File: config.mk
export PLATFORM = sky130hd
export DESIGN_NAME = system_exception_sources
export DESIGN_NICKNAME = d
export VERILOG_FILES = /design/src/core/system_exception_sources.v
export VERILOG_INCLUDE_DIRS = /design/src /design/src/core
export SDC_FILE = /design/constraint.sdc
export NUM_CORES = 1
export LEC_CHECK = 0
export BUFFER_PORTS_ARGS = -buffer_cell sky130_fd_sc_hd__buf_2
export CAP_MARGIN = 40
export CORE_MARGIN = 10
export CORE_UTILIZATION = 45
export DETAILED_ROUTE_END_ITERATION = 12
export GPL_TIMING_DRIVEN = 0
export PLACE_DENSITY = 0.67
export SYNTH_ARGS = -nofsm -noshare
export SYNTH_HDL_FRONTEND = slang
export SYNTH_SLANG_ARGS = --single-unit
File: constraint.sdc
create_clock -name clk_i -period 4.5 [get_ports clk_i]
set_input_delay 0.9 -clock clk_i [delete_from_list [all_inputs] [get_ports clk_i]]
set_output_delay 0.9 -clock clk_i [all_outputs]
set_load 0.02 [all_outputs]
File: src/core/exc_regs.vh
`ifndef EXC_REGS_VH
`define EXC_REGS_VH

// register word indices (byte address = index * 4)
`define IDX_ICSR 6'h00
`define IDX_PRIO_TWO 6'h01
`define IDX_PRIO_THREE 6'h02
`define IDX_HCSR 6'h03
`define IDX_TICK_CSR 6'h04
`define IDX_TICK_RELOAD 6'h05
`define IDX_TICK_CURRENT 6'h06
`define IDX_SYSREQ 6'h07
`define IDX_CONFIG 6'h08
`define IDX_FAULT_STATUS 6'h09

// interrupt_control_state_reg fields
`define ICSR_NMI_SET 31
`define ICSR_PSV_SET 28
`define ICSR_PSV_CLR 27
`define ICSR_TICK_SET 26
`define ICSR_TICK_CLR 25
`define ICSR_ANY_PEND 22
`define ICSR_ACTIVE_HI 5
`define ICSR_ACTIVE_LO 0

// priority fields
`define PRIO_SVC_HI 31
`define PRIO_SVC_LO 30
`define PRIO_TICK_HI 31
`define PRIO_TICK_LO 30
`define PRIO_PSV_HI 23
`define PRIO_PSV_LO 22

// handler_control_state_reg, tick_control_status_reg, others
`define HCSR_SVC_PENDED 15
`define TCSR_ENABLE 0
`define TCSR_TICK_INT 1
`define TCSR_COUNT_FLAG 16
`define SYSREQ_CALL 31
`define CONFIG_VECT_RAM 0

// exception numbers
`define EXC_NONE 6'h00
`define EXC_RESET 6'h01
`define EXC_NMI 6'h02
`define EXC_FAULT 6'h03
`define EXC_SVC 6'h0b
`define EXC_PSV 6'h0e
`define EXC_TICK 6'h0f

// urgency keys, lower is more urgent
`define KEY_NMI 3'h0
`define KEY_FAULT 3'h1
`define KEY_CFG_BASE 3'h2
`define KEY_THREAD 3'h7

// vector bases and fixed addresses
`define FLASH_BASE 32'h00000000
`define RAM_BASE 32'h20000000
`define RESET_VEC_ADDR 32'h00000004
`define ROM_NMI_VEC 32'h00000008

// boot rom sequence length and widths
`define BOOT_CYCLES 8'h10
`define TICK_W 24
`define TICK_ONE 24'h000001
`define TICK_ZERO 24'h000000

`endif

File: src/core/system_exception_sources.v
// Overview of operation
// RQ1: reset is always enabled, fixed priority minus three
// RQ2: after boot rom, start at flash 0x00000004
// RQ3: leave reset with flash vector table selected
// RQ4: nmi always enabled, fixed priority minus two
// RQ5: hardware line zero raises nmi via active table
// RQ6: software nmi pend-set raises nmi via active table
// RQ7: system call request nmi vectors from boot rom
// RQ8: user access to boot rom is blocked
// RQ9: fault always enabled, priority minus one
// RQ10: no fault status; fault handler may return
// RQ11: supervisor call instruction pends its exception
// RQ12: supervisor call priority in bits 31:30, reg two
// RQ13: supervisor call pended bit readable and writable
// RQ14: pended supervisor set bit makes it pending
// RQ15: pended supervisor clear bit removes pending
// RQ16: pended supervisor priority bits 23:22, reg three
// RQ17: 24-bit tick counter requests at zero if enabled
// RQ18: tick priority in bits 31:30, reg three
// RQ19: tick pend-set bit pends tick exception anytime
// RQ20: tick pend-clear bit removes tick pending
// RQ21: numerically lower priority value is more urgent
// RQ22: ram table at 0x20000000 when bit set
`timescale 1ns/100ps
`include "exc_regs.vh"

module system_exception_sources (
  // clock and reset
  input wire clk_i,
  input wire rst_i,
  // wishbone slave
  input wire wb_cyc_i,
  input wire wb_stb_i,
  input wire wb_we_i,
  input wire [7:0] wb_adr_i,
  input wire [3:0] wb_sel_i,
  input wire [31:0] wb_dat_i,
  output wire [31:0] wb_dat_o,
  output wire wb_ack_o,
  // event sources
  input wire nmi_line_i,
  input wire fault_i,
  input wire svc_i,
  // core handshake
  input wire exc_ack_i,
  input wire exc_return_i,
  output wire exc_req_o,
  output wire [5:0] exc_num_o,
  output wire [31:0] vector_addr_o,
  output wire vector_from_rom_o,
  output wire boot_active_o,
  // boot rom access gate
  input wire rom_req_i,
  output wire rom_grant_o
);

  localparam [2:0] ST_BOOT = 3'h1;
  localparam [2:0] ST_RESET_VEC = 3'h2;
  localparam [2:0] ST_RUN = 3'h4;

  // configurable priority to urgency key
  function [2:0] cfg_key;
    input [1:0] prio;
    begin
      cfg_key = {1'b0, prio} + `KEY_CFG_BASE;
    end
  endfunction

  reg [2:0] state_r;
  reg [7:0] boot_cnt_r;
  reg ack_r;
  reg [31:0] dat_r;
  reg nmi_s1_r, nmi_s2_r, nmi_s3_r;
  reg nmi_pend_r, syscall_pend_r, fault_pend_r;
  reg svc_pend_r, psv_pend_r, tick_pend_r;
  reg [1:0] svc_prio_r, psv_prio_r, tick_prio_r;
  reg vect_ram_r;
  reg tick_en_r, tick_int_r, count_flag_r;
  reg [`TICK_W-1:0] tick_reload_r, tick_cnt_r;
  reg [2:0] cur_key_r;
  reg [5:0] cur_num_r;
  reg syscall_active_r;
  reg exc_req_r;
  reg [5:0] exc_num_r;
  reg [31:0] vector_addr_r;
  reg vector_rom_r;
  reg rom_grant_r;

  wire req = wb_cyc_i & wb_stb_i;
  wire wr = req & wb_we_i & ack_r;
  wire rd_done = req & ~wb_we_i & ack_r;
  wire [5:0] idx = wb_adr_i[7:2];
  wire [31:0] wmask = {{8{wb_sel_i[3]}}, {8{wb_sel_i[2]}},
    {8{wb_sel_i[1]}}, {8{wb_sel_i[0]}}};
  wire [31:0] wd = wb_dat_i & wmask;
  wire wr_icsr = wr & (idx == `IDX_ICSR);
  wire wr_p2 = wr & (idx == `IDX_PRIO_TWO);
  wire wr_p3 = wr & (idx == `IDX_PRIO_THREE);
  wire wr_hcsr = wr & (idx == `IDX_HCSR);
  wire wr_tcsr = wr & (idx == `IDX_TICK_CSR);
  wire wr_rel = wr & (idx == `IDX_TICK_RELOAD);
  wire wr_cur = wr & (idx == `IDX_TICK_CURRENT);
  wire wr_sysreq = wr & (idx == `IDX_SYSREQ);
  wire wr_cfg = wr & (idx == `IDX_CONFIG);
  wire nmi_rise = nmi_s2_r & ~nmi_s3_r;
  wire taken = exc_ack_i & exc_req_r;
  wire tick_hit = tick_en_r & (tick_cnt_r == `TICK_ONE);

  // ack one cycle after request; read data latches with ack, writes land on the edge that samples ack
  always @(posedge clk_i) begin
    if (rst_i) begin
      ack_r <= 1'b0;
    end else begin
      ack_r <= req & ~ack_r;
    end
  end

  // read mux, latched together with ack
  always @(posedge clk_i) begin
    if (rst_i) begin
      dat_r <= 32'h00000000;
    end else if (req & ~ack_r) begin
      dat_r <= 32'h00000000;
      case (idx)
        `IDX_ICSR: begin
          dat_r[`ICSR_NMI_SET] <= nmi_pend_r;
          dat_r[`ICSR_PSV_SET] <= psv_pend_r;
          dat_r[`ICSR_TICK_SET] <= tick_pend_r;
          dat_r[`ICSR_ANY_PEND] <= nmi_pend_r | syscall_pend_r |
            fault_pend_r | svc_pend_r | psv_pend_r | tick_pend_r;
          dat_r[`ICSR_ACTIVE_HI:`ICSR_ACTIVE_LO] <= cur_num_r;
        end
        `IDX_PRIO_TWO: dat_r[`PRIO_SVC_HI:`PRIO_SVC_LO] <= svc_prio_r;
        `IDX_PRIO_THREE: begin
          dat_r[`PRIO_TICK_HI:`PRIO_TICK_LO] <= tick_prio_r;
          dat_r[`PRIO_PSV_HI:`PRIO_PSV_LO] <= psv_prio_r;
        end
        `IDX_HCSR: dat_r[`HCSR_SVC_PENDED] <= svc_pend_r;
        `IDX_TICK_CSR: begin
          dat_r[`TCSR_ENABLE] <= tick_en_r;
          dat_r[`TCSR_TICK_INT] <= tick_int_r;
          dat_r[`TCSR_COUNT_FLAG] <= count_flag_r;
        end
        `IDX_TICK_RELOAD: dat_r[`TICK_W-1:0] <= tick_reload_r;
        `IDX_TICK_CURRENT: dat_r[`TICK_W-1:0] <= tick_cnt_r;
        `IDX_SYSREQ: dat_r[`SYSREQ_CALL] <= syscall_pend_r;
        `IDX_CONFIG: dat_r[`CONFIG_VECT_RAM] <= vect_ram_r;
        // fault status and unmapped words read zero: no fault detail kept
        default: dat_r <= 32'h00000000; // RQ10
      endcase
    end
  end

  // nmi line comes from another domain: two flops, then edge
  always @(posedge clk_i) begin
    if (rst_i) begin
      {nmi_s3_r, nmi_s2_r, nmi_s1_r} <= 3'h0;
    end else begin
      {nmi_s3_r, nmi_s2_r, nmi_s1_r} <= {nmi_s2_r, nmi_s1_r, nmi_line_i};
    end
  end

  // priority fields, only lanes that are selected change
  always @(posedge clk_i) begin
    if (rst_i) begin
      svc_prio_r <= 2'h0;
      psv_prio_r <= 2'h0;
      tick_prio_r <= 2'h0;
    end else begin
      if (wr_p2 & wb_sel_i[3])
        svc_prio_r <= wd[`PRIO_SVC_HI:`PRIO_SVC_LO]; // RQ12
      if (wr_p3 & wb_sel_i[3])
        tick_prio_r <= wd[`PRIO_TICK_HI:`PRIO_TICK_LO]; // RQ18
      if (wr_p3 & wb_sel_i[2])
        psv_prio_r <= wd[`PRIO_PSV_HI:`PRIO_PSV_LO]; // RQ16
    end
  end

  // vector table select; reset always leaves the flash table in use
  always @(posedge clk_i) begin
    if (rst_i) begin
      vect_ram_r <= 1'b0; // RQ3
    end else if (wr_cfg & wb_sel_i[0]) begin
      vect_ram_r <= wd[`CONFIG_VECT_RAM]; // RQ22
    end
  end

  // tick timer: reload at zero, event on the step down to zero
  always @(posedge clk_i) begin
    if (rst_i) begin
      tick_en_r <= 1'b0;
      tick_int_r <= 1'b0;
      count_flag_r <= 1'b0;
      tick_reload_r <= `TICK_ZERO;
      tick_cnt_r <= `TICK_ZERO;
    end else begin
      if (wr_tcsr & wb_sel_i[0]) begin
        tick_en_r <= wd[`TCSR_ENABLE];
        tick_int_r <= wd[`TCSR_TICK_INT];
      end
      if (wr_rel) begin
        tick_reload_r <= (tick_reload_r & ~wmask[`TICK_W-1:0]) |
          wd[`TICK_W-1:0];
      end
      // a write of any value to current clears it
      if (wr_cur) begin
        tick_cnt_r <= `TICK_ZERO;
      end else if (tick_en_r) begin
        tick_cnt_r <= (tick_cnt_r == `TICK_ZERO) ? tick_reload_r :
          tick_cnt_r - `TICK_ONE; // RQ17
      end
      // flag clears on read of the status register; a hit wins
      if (tick_hit)
        count_flag_r <= 1'b1;
      else if (rd_done & (idx == `IDX_TICK_CSR))
        count_flag_r <= 1'b0;
    end
  end

  // pending flags: clear first, any set in the same cycle wins
  always @(posedge clk_i) begin
    if (rst_i) begin
      nmi_pend_r <= 1'b0;
      syscall_pend_r <= 1'b0;
      fault_pend_r <= 1'b0;
      svc_pend_r <= 1'b0;
      psv_pend_r <= 1'b0;
      tick_pend_r <= 1'b0;
    end else begin
      if (taken & (exc_num_r == `EXC_NMI) & ~vector_rom_r)
        nmi_pend_r <= 1'b0;
      if (nmi_rise)
        nmi_pend_r <= 1'b1; // RQ5
      if (wr_icsr & wd[`ICSR_NMI_SET])
        nmi_pend_r <= 1'b1; // RQ6
      if (taken & (exc_num_r == `EXC_NMI) & vector_rom_r)
        syscall_pend_r <= 1'b0;
      if (wr_sysreq & wd[`SYSREQ_CALL])
        syscall_pend_r <= 1'b1; // RQ7
      if (taken & (exc_num_r == `EXC_FAULT))
        fault_pend_r <= 1'b0;
      if (fault_i)
        fault_pend_r <= 1'b1; // RQ9
      if (taken & (exc_num_r == `EXC_SVC))
        svc_pend_r <= 1'b0;
      if (wr_hcsr & wb_sel_i[1])
        svc_pend_r <= wd[`HCSR_SVC_PENDED]; // RQ13
      if (svc_i)
        svc_pend_r <= 1'b1; // RQ11
      if ((taken & (exc_num_r == `EXC_PSV)) |
          (wr_icsr & wd[`ICSR_PSV_CLR]))
        psv_pend_r <= 1'b0; // RQ15
      if (wr_icsr & wd[`ICSR_PSV_SET])
        psv_pend_r <= 1'b1; // RQ14
      if ((taken & (exc_num_r == `EXC_TICK)) |
          (wr_icsr & wd[`ICSR_TICK_CLR]))
        tick_pend_r <= 1'b0; // RQ20
      if ((tick_hit & tick_int_r) | (wr_icsr & wd[`ICSR_TICK_SET]))
        tick_pend_r <= 1'b1; // RQ19
    end
  end

  // arbitration, scanned low to high urgency so ties go to lower number
  reg [2:0] win_key;
  reg [5:0] win_num;
  reg win_rom;
  always @* begin
    win_key = `KEY_THREAD;
    win_num = `EXC_NONE;
    win_rom = 1'b0;
    if (tick_pend_r & (cfg_key(tick_prio_r) <= win_key)) begin
      win_key = cfg_key(tick_prio_r); // RQ21
      win_num = `EXC_TICK;
    end
    if (psv_pend_r & (cfg_key(psv_prio_r) <= win_key)) begin
      win_key = cfg_key(psv_prio_r); // RQ21
      win_num = `EXC_PSV;
    end
    if (svc_pend_r & (cfg_key(svc_prio_r) <= win_key)) begin
      win_key = cfg_key(svc_prio_r); // RQ21
      win_num = `EXC_SVC;
    end
    if (fault_pend_r) begin
      win_key = `KEY_FAULT; // RQ9
      win_num = `EXC_FAULT;
    end
    if (nmi_pend_r) begin
      win_key = `KEY_NMI; // RQ4
      win_num = `EXC_NMI;
    end
    if (syscall_pend_r) begin
      win_key = `KEY_NMI;
      win_num = `EXC_NMI;
      win_rom = 1'b1;
    end
  end

  wire preempt = (state_r == ST_RUN) & (win_key < cur_key_r);
  wire [31:0] tbl_base = vect_ram_r ? `RAM_BASE : `FLASH_BASE;

  // reset sequence: boot rom, reset vector, then normal running
  always @(posedge clk_i) begin
    if (rst_i) begin
      state_r <= ST_BOOT; // RQ1
      boot_cnt_r <= 8'h00;
    end else begin
      case (state_r)
        ST_BOOT: begin
          boot_cnt_r <= boot_cnt_r + 8'h01;
          if (boot_cnt_r == `BOOT_CYCLES - 8'h01)
            state_r <= ST_RESET_VEC;
        end
        ST_RESET_VEC: begin
          if (taken)
            state_r <= ST_RUN;
        end
        ST_RUN: state_r <= ST_RUN;
        default: state_r <= ST_BOOT;
      endcase
    end
  end

  // presented request; follows the current winner each cycle and drops when the core takes it or the winner is cleared
  always @(posedge clk_i) begin
    if (rst_i | (state_r == ST_BOOT)) begin
      exc_req_r <= 1'b0;
      exc_num_r <= `EXC_NONE;
      vector_addr_r <= `FLASH_BASE;
      vector_rom_r <= 1'b1;
    end else if (state_r == ST_RESET_VEC) begin
      exc_req_r <= ~taken;
      exc_num_r <= `EXC_RESET;
      vector_addr_r <= `RESET_VEC_ADDR; // RQ2
      vector_rom_r <= 1'b0;
    end else if (taken) begin
      exc_req_r <= 1'b0;
    end else begin
      exc_req_r <= preempt;
      exc_num_r <= win_num;
      vector_rom_r <= win_rom;
      vector_addr_r <= win_rom ? `ROM_NMI_VEC :
        tbl_base + {24'h000000, win_num, 2'b00}; // RQ7 RQ22
    end
  end

  // running level; one nesting level, return goes back to thread
  always @(posedge clk_i) begin
    if (rst_i) begin
      cur_key_r <= `KEY_THREAD;
      cur_num_r <= `EXC_NONE;
      syscall_active_r <= 1'b0;
    end else if (taken & (state_r == ST_RUN)) begin
      cur_key_r <= win_key_of(exc_num_r);
      cur_num_r <= exc_num_r;
      syscall_active_r <= vector_rom_r;
    end else if (exc_return_i) begin
      cur_key_r <= `KEY_THREAD; // RQ10
      cur_num_r <= `EXC_NONE;
      syscall_active_r <= 1'b0;
    end
  end

  // key of a taken exception number
  function [2:0] win_key_of;
    input [5:0] num;
    begin
      case (num)
        `EXC_NMI: win_key_of = `KEY_NMI;
        `EXC_FAULT: win_key_of = `KEY_FAULT;
        `EXC_SVC: win_key_of = cfg_key(svc_prio_r);
        `EXC_PSV: win_key_of = cfg_key(psv_prio_r);
        `EXC_TICK: win_key_of = cfg_key(tick_prio_r);
        default: win_key_of = `KEY_THREAD;
      endcase
    end
  endfunction

  // rom is only open to boot code and the system call handler
  always @(posedge clk_i) begin
    if (rst_i) begin
      rom_grant_r <= 1'b0;
    end else begin
      rom_grant_r <= rom_req_i &
        ((state_r == ST_BOOT) | syscall_active_r); // RQ8
    end
  end

  assign wb_ack_o = ack_r;
  assign wb_dat_o = dat_r;
  assign exc_req_o = exc_req_r;
  assign exc_num_o = exc_num_r;
  assign vector_addr_o = vector_addr_r;
  assign vector_from_rom_o = vector_rom_r;
  assign boot_active_o = state_r[0];
  assign rom_grant_o = rom_grant_r;

endmodule // system_exception_sources

==> results of run 1 <==
per-stage QoR:
step	cells	utilization (%)	setup slack [ns]	TNS [ns]	total power, mW
finish	1110	56.7	0.402	0	2.83
global route	1110	56.7	0.00325	0	2.91
CTS	1110	56.7	0.0838	0	2.83
detailed placement	1080	52.1	-0.0729	-0.0729	1.36
global placement	1079	52.1	-0.129	-0.129	1.36
floorplan	808	-	0.802	0	1.28
power by group through the flow:
stage | Sequential (mW) | Combinational [mW] | Clock (mW)
2_1_floorplan | 1.16 | 0.122 | 0
3_5_place_dp | 1.14 | 0.214 | 0
3_3_place_gp | 1.14 | 0.214 | 0
4_1_cts | 1.12 | 0.216 | 1.49
6_report | 1.12 | 0.218 | 1.49
5_1_grt | 1.12 | 0.236 | 1.55
critical path, delay by kind of cell (launching register included):
kind                     cells  cell delay [ns]
AO/OA/AOI/OAI                8             1.56
AND/OR/NAND/NOR              6             1.07
adder cells (fa/ha/maj)      3             0.80
flip-flops                   1             0.48
buffers and inverters        1             0.12
worst min-delay path by stage:
stage	startpoint	end	slack [ns]	cells past startpoint
floorplan	nmi_s1_r$_SDFF_PP0_	nmi_s2_r$_SDFF_PP0_	0.41	1
global placement	nmi_s1_r$_SDFF_PP0_	nmi_s2_r$_SDFF_PP0_	0.42	1
detailed placement	nmi_s1_r$_SDFF_PP0_	nmi_s2_r$_SDFF_PP0_	0.44	1
CTS	nmi_s1_r$_SDFF_PP0_	nmi_s2_r$_SDFF_PP0_	0.45	1
global route	nmi_s1_r$_SDFF_PP0_	nmi_s2_r$_SDFF_PP0_	0.47	1
finish	nmi_s1_r$_SDFF_PP0_	nmi_s2_r$_SDFF_PP0_	0.44	1
cells by family after synthesis:
family	synth area share [%]
xor gates and xnor gates	0.810
buffers and inverters	8.56
adders and majority gates	2.31
muxes	6.48
and+or+nand+nor	23.6
DFF	37.9
other	0.0578
AOI/OAI and AO/OA	20.2
Yosys cell counts, types with 4 or more instances:
library cell,n
dfxtp_1,123
nor2_1,92
nand2_1,52
nor3_1,43
a21oi_1,42
mux2i_1,42
clkbuf_1,38
buf_4,37
nand3_1,24
o21ai_0,23
a221oi_1,20
inv_1,17
a31oi_1,15
nor2b_1,15
o21a_1,13
ha_1,12
nor3b_1,11
nand4_1,9
a211oi_1,8
nor4_1,8
o22ai_1,7
and3_1,6
a21o_1,5
buf_2,5
nand2b_1,5
o221ai_1,5
a222oi_1,4
and2_1,4
o21ai_1,4
o221a_1,4
o2bb2ai_1,4
o31ai_1,4
or4_1,4
xor2_1,4
layout make-up:
class | count | area share (%)
well taps | 180 | 2.84
repair buffers | 92 | 5.80
clock inverters | 7 | 2.07
plain buffers | 86 | 6.15
clock buffers | 23 | 5.90
flip-flops and latches | 123 | 31.1
multi-input cells | 581 | 45.3
diodes | 1 | 0.0315
inverters | 17 | 0.804
routing by layer:
metal  vias up  wire (um)  share of wire (%)
met5         -          0                  0
met4         0        324                1.6
met3        24       1900                9.2
met2       285       9110                 44
met1      2975       9330                 45
li1       3070          -                  -
repair_timing:
| action | 4_1_cts | 5_1_grt |
|---|---|---|
| resized for setup | 1 | 3 |
| setup buffers | 0 | 0 |
| setup endpoints to repair | 1 | 1 |
==> flow_summary.yaml, run 1 <==
grt:
  grt_max_degree: 17
  grt_util_met1_pct: 27.4
  globalRouteOverflowTotal: 0
  grt_pass1_vias: 6166
  antenna_found_initial: 1
  gr-usage-all-layers_pct: 20.5
  grt_pass1_wl_mm: 33.1
  top_usage_layer: "met2"
  met2_usage_pct: 31.2
  grtUsageMet3_pct: 6.09
worst_setup_path:
  r2r_slack_ns: 0.40
  cp.required_ns: 4.85
  worst_path_largest_cell_delay_ns: 0.48
  critPathLaunch: "psv_prio_r[1]$_SDFFE_PP0P_"
  reg2reg_depth: 18
  r2r-end: "exc_req_o$_SDFF_PP0_"
  critPathCapture: "exc_req_o$_SDFF_PP0_"
  arrival_ns: 4.44
  crit_chain: "inv_1, ha_1, or2_2, o221a_2, nor2_2, o21ai_0, ha_1, nor2b_1, nor3_1, o21a_1, nand2_1, a21oi_1, ha_1, nand2_1, o21ai_0, a211oi_1, o211ai_1, o21ai_0"
  crit_path_end_kind: "flip-flop"
  cp_max_fo: 7
  r2r-start: "psv_prio_r[1]$_SDFFE_PP0P_"
  criticalPathCategory: "flip-flop to flip-flop"
  cp_slowest_cell: "dfxtp_1"
  start_kind: "flip-flop"
layout:
  nFillCells: 1343
  final_cell_mix: "dfxtp_1, buf_2, nor2_1"
  stdcell_area_sq_um: 7930
  layout_commonest_cell: "dfxtp_1"
  final-seq-area_sq_um: 2460
  area_growth_syn_to_layout_pct: 22.3
  nets: 985
  multi_input_area_sq_um: 3600
  drive_above_1_share_pct: 19.6
run:
  maxCapViolCount: 0
yosys:
  synthTopCellsByArea: "dfxtp_1, mux2i_1, nor2_1, buf_4, nor3_1"
  synth_area_leader_cell: "dfxtp_1"
  synth_cells: 776
  syn_avg_cell_area_sq_um: 8.36
  yosysTopAreaCellShare_pct: 37.9
  synth.ff_latch_count: 123
  synth_edf_count: 0
  yosysWarnings: 0
  async_reset_ff_share_pct: 0
  ys_types: 75
  ys.flop_type: "dfxtp_1"
  synth.yosys.seq_area_share_pct: 37.9
  synth_area_sq_um: 6490
timing:
  skew_ns: 0.00940
  fin_crit_sh_pct: 91.1
  rsz0062_at_grt: "no"
  slew_headroom_pct: 38.1
  worst_pin_slew_ns: 0.925
  fmax_mhz: 244
  setup_viol: 0
  hold_ws_ns: 0.442
  hold_viol_final: 0
  slew_violations: 0
  period_minus_slack_ns: 4.10
power_and_ir_drop:
  switchingPower_mw: 0.634
  power.density_nw_per_um2: 356
  p_comb_share_pct: 7.7
  ir_drop_uv: 245
  sw_frac_of_total_pct: 22.4
  seqPwrFrac_pct: 39.7
  power_frac_clock_pct: 52.6
  p_leak_nw: 3.50
  intPower_mw: 2.19
floorplan:
  io_pins: 130
  fp.dieW_um: 140
  die_y_um: 140
  die_area_sq_um: 19600
  rows: 43
  start_util_pct: 46.4
  core_area_sq_um: 14000
detailed_routing:
  drtIter0Drc: 612
  wl_per_cell_um: 18.6
  drc: 0
  wl_mm: 20.7
  vias: 6354
  viasPerCell: 5.72
  detail_route.first_pass.iterations: 7
  postRouteAntennaNets: 0
clock_tree:
  clk_pin_slew_ns: 0.05
  cts_buffers: 17
  cts-root-buf: "clkbuf_16"
  hold_buffers: 0
  cts_tree: "yes"
  clock_path_buffers: 2
  clock_latency_ns: 0.42
  h-tree-depth: 4
  numClockSinks: 123
placed_design:
  numPortBuffers: 91
  finalWeightedCongestion: 0.883
  placed_area_sq_um: 7290
  dpl.hpwl_mm: 15.5
worst_hold_path:
  holdCritPathClass: "flip-flop to flip-flop"
outcome:
  outcome: "complete, no violations"
Power figures use the tool's default switching activity.
==> inputs of run 2 (changes only) <==
--- a/config.mk
+++ b/config.mk
@@ -10,9 +10,11 @@
 export CAP_MARGIN = 40
 export CORE_MARGIN = 10
 export CORE_UTILIZATION = 45
+export CTS_BUF_LIST = sky130_fd_sc_hd__clkbuf_4 sky130_fd_sc_hd__clkbuf_8 sky130_fd_sc_hd__clkbuf_16
 export DETAILED_ROUTE_END_ITERATION = 12
 export GPL_TIMING_DRIVEN = 0
 export PLACE_DENSITY = 0.67
+export REMOVE_ABC_BUFFERS = 1
 export SYNTH_ARGS = -nofsm -noshare
 export SYNTH_HDL_FRONTEND = slang
 export SYNTH_SLANG_ARGS = --single-unit
==> constraint.sdc (replaced) <==
create_clock -name clk_i -period 4.5 [get_ports clk_i]
set_input_delay 0.9 -clock clk_i [delete_from_list [all_inputs] [get_ports clk_i]]
set_output_delay 0.9 -clock clk_i [all_outputs]
set_load 0.005 [all_outputs]
==> flow_summary.yaml, run 2 (synthesis results as in run 1) <==
outcome:
  outcome: "complete, no violations"
layout:
  area_growth_syn_to_layout_pct: 15.6
  multi_input_area_sq_um: 3600
  final_cell_mix: "dfxtp_1, buf_2, nor2_1"
  drive_above_1_share_pct: 17.8
  layout_commonest_cell: "dfxtp_1"
  nets: 908
  antenna_cells: 0
  stdcell_area_sq_um: 7500
  nFillCells: 1379
  final-seq-area_sq_um: 2460
clock_tree:
  ctsResizeCount: 0
  clock_latency_ns: 0.42
  clock_path_buffers: 2
  cts_buffers: 17
  post_cts_buffers: 0
  cts-root-buf: "clkbuf_16"
  hold_buffers: 0
  h-tree-depth: 4
  numClockSinks: 123
  clk_pin_slew_ns: 0.05
  cts_tree: "yes"
worst_setup_path:
  crit_path_end_kind: "flip-flop"
  criticalPathCategory: "flip-flop to flip-flop"
  arrival_ns: 4.35
  r2r_slack_ns: 0.49
  cp.required_ns: 4.84
  start_kind: "flip-flop"
  cp_max_fo: 10
timing:
  worst_pin_slew_ns: 0.930
  slew_headroom_pct: 38.0
  period_minus_slack_ns: 4.01
  fmax_mhz: 250
  slew_violations: 0
  setup_viol: 0
  rsz0062_at_grt: "no"
  fin_crit_sh_pct: 89.1
  tns_ns: 0
  hold_viol_final: 0
  skew_ns: 0.00729
  finalWorstSetupSlack_ns: 0.493
power_and_ir_drop:
  ir_drop_uv: 227
  p_leak_nw: 3.23
  power.density_nw_per_um2: 347
grt:
  gr-usage-all-layers_pct: 17.7
  grt_max_degree: 53
  grt_pass1_vias: 5775
  globalRouteOverflowTotal: 0
  antenna_found_initial: 1
  grt_pass1_wl_mm: 29.0
floorplan:
  die_y_um: 140
  rows: 43
  die_area_sq_um: 19600
  fp.dieW_um: 140
  start_util_pct: 46.4
  io_pins: 130
  core_area_sq_um: 14000
placed_design:
  placed_area_sq_um: 6910
  finalWeightedCongestion: 0.873
  dpl.hpwl_mm: 12.9
  post-place-ws_ns: 0.230
  numPortBuffers: 92
detailed_routing:
  wl_per_cell_um: 17.1
  drtIter0Drc: 436
  detail_route.first_pass.iterations: 7
  wl_mm: 17.7
  vias: 5895
  postRouteAntennaNets: 0
  viasPerCell: 5.70
  drc: 0
run:
  maxCapViolCount: 0
worst_hold_path:
  holdCritPathClass: "flip-flop to flip-flop"
[run 2: cell types whose count changed in the layout (fill, tap and decap cells not counted), sizes merged]
cell	delta
buf	-38
bufinv	-4
clkbuf	-35
clkinv	-1
clkinvlp	+3
diode	-1
[run 2: stage by stage]
step | total power [mW] | util, % | hold slack [ns] | instances
after floorplan | 1.21 | - | 0.414 | 721
after global placement | 1.29 | 48.6 | 0.425 | 993
after detailed placement | 1.29 | 49.4 | 0.427 | 1002
after CTS | 2.63 | 53.6 | 0.438 | 1034
after global routing | 2.70 | 53.6 | 0.463 | 1034
final | 2.60 | 53.6 | 0.432 | 1034
[run 2: area by class of cell]
class	count	area share, %
Clock inverter	5	0.767
Multi-Input combinational cell	581	48.0
Sequential cell	123	32.8
Clock buffer	27	7.09
Tap cell	180	3.00
Inverter	17	0.851
Timing Repair Buffer	101	7.42
[run 2: critical path: stages, from the launching register on]
cell,delay (ns)
dfxtp_1,0.51
nand2_1,0.14
inv_1,0.08
ha_1,0.22
nor2b_1,0.14
o221a_2,0.27
nor2_2,0.22
o21ai_0,0.15
ha_1,0.30
nand3_1,0.08
o21ai_0,0.10
o21ai_1,0.34
o21ai_0,0.17
a21oi_1,0.19
ha_1,0.28
nand2_1,0.07
o21ai_0,0.07
a211oi_1,0.30
o211ai_1,0.13
o21ai_0,0.16
[run 2: power breakdown]
part / internal [mW] / total, mW / switching, mW
registers: 1.11 / 1.12 / 0.0128
logic: 0.0588 / 0.148 / 0.0896
clock network: 0.861 / 1.33 / 0.469
total: 2.03 / 2.60 / 0.571
[run 2: path summary, 6_finish.rpt]
check | from | to | cells past startpoint
worst max-delay path | tick_pend_r$_SDFFE_PP0P_ | exc_req_o$_SDFF_PP0_ | 19
worst min-delay path | nmi_s1_r$_SDFF_PP0_ | nmi_s2_r$_SDFF_PP0_ | 1
worst max register to register | tick_pend_r$_SDFFE_PP0P_ | exc_req_o$_SDFF_PP0_ | 19
worst min register to register | nmi_s1_r$_SDFF_PP0_ | nmi_s2_r$_SDFF_PP0_ | 1
[run 2: per-layer routing]
layer / routed length, um / up-vias / GRT usage (%)
met5: 13 / - / 0
met4: 266 / 2 / 6.36
met3: 1200 / 22 / 5.58
met2: 8510 / 183 / 29.6
met1: 7710 / 2770 / 20.9
li1: - / 2918 / -
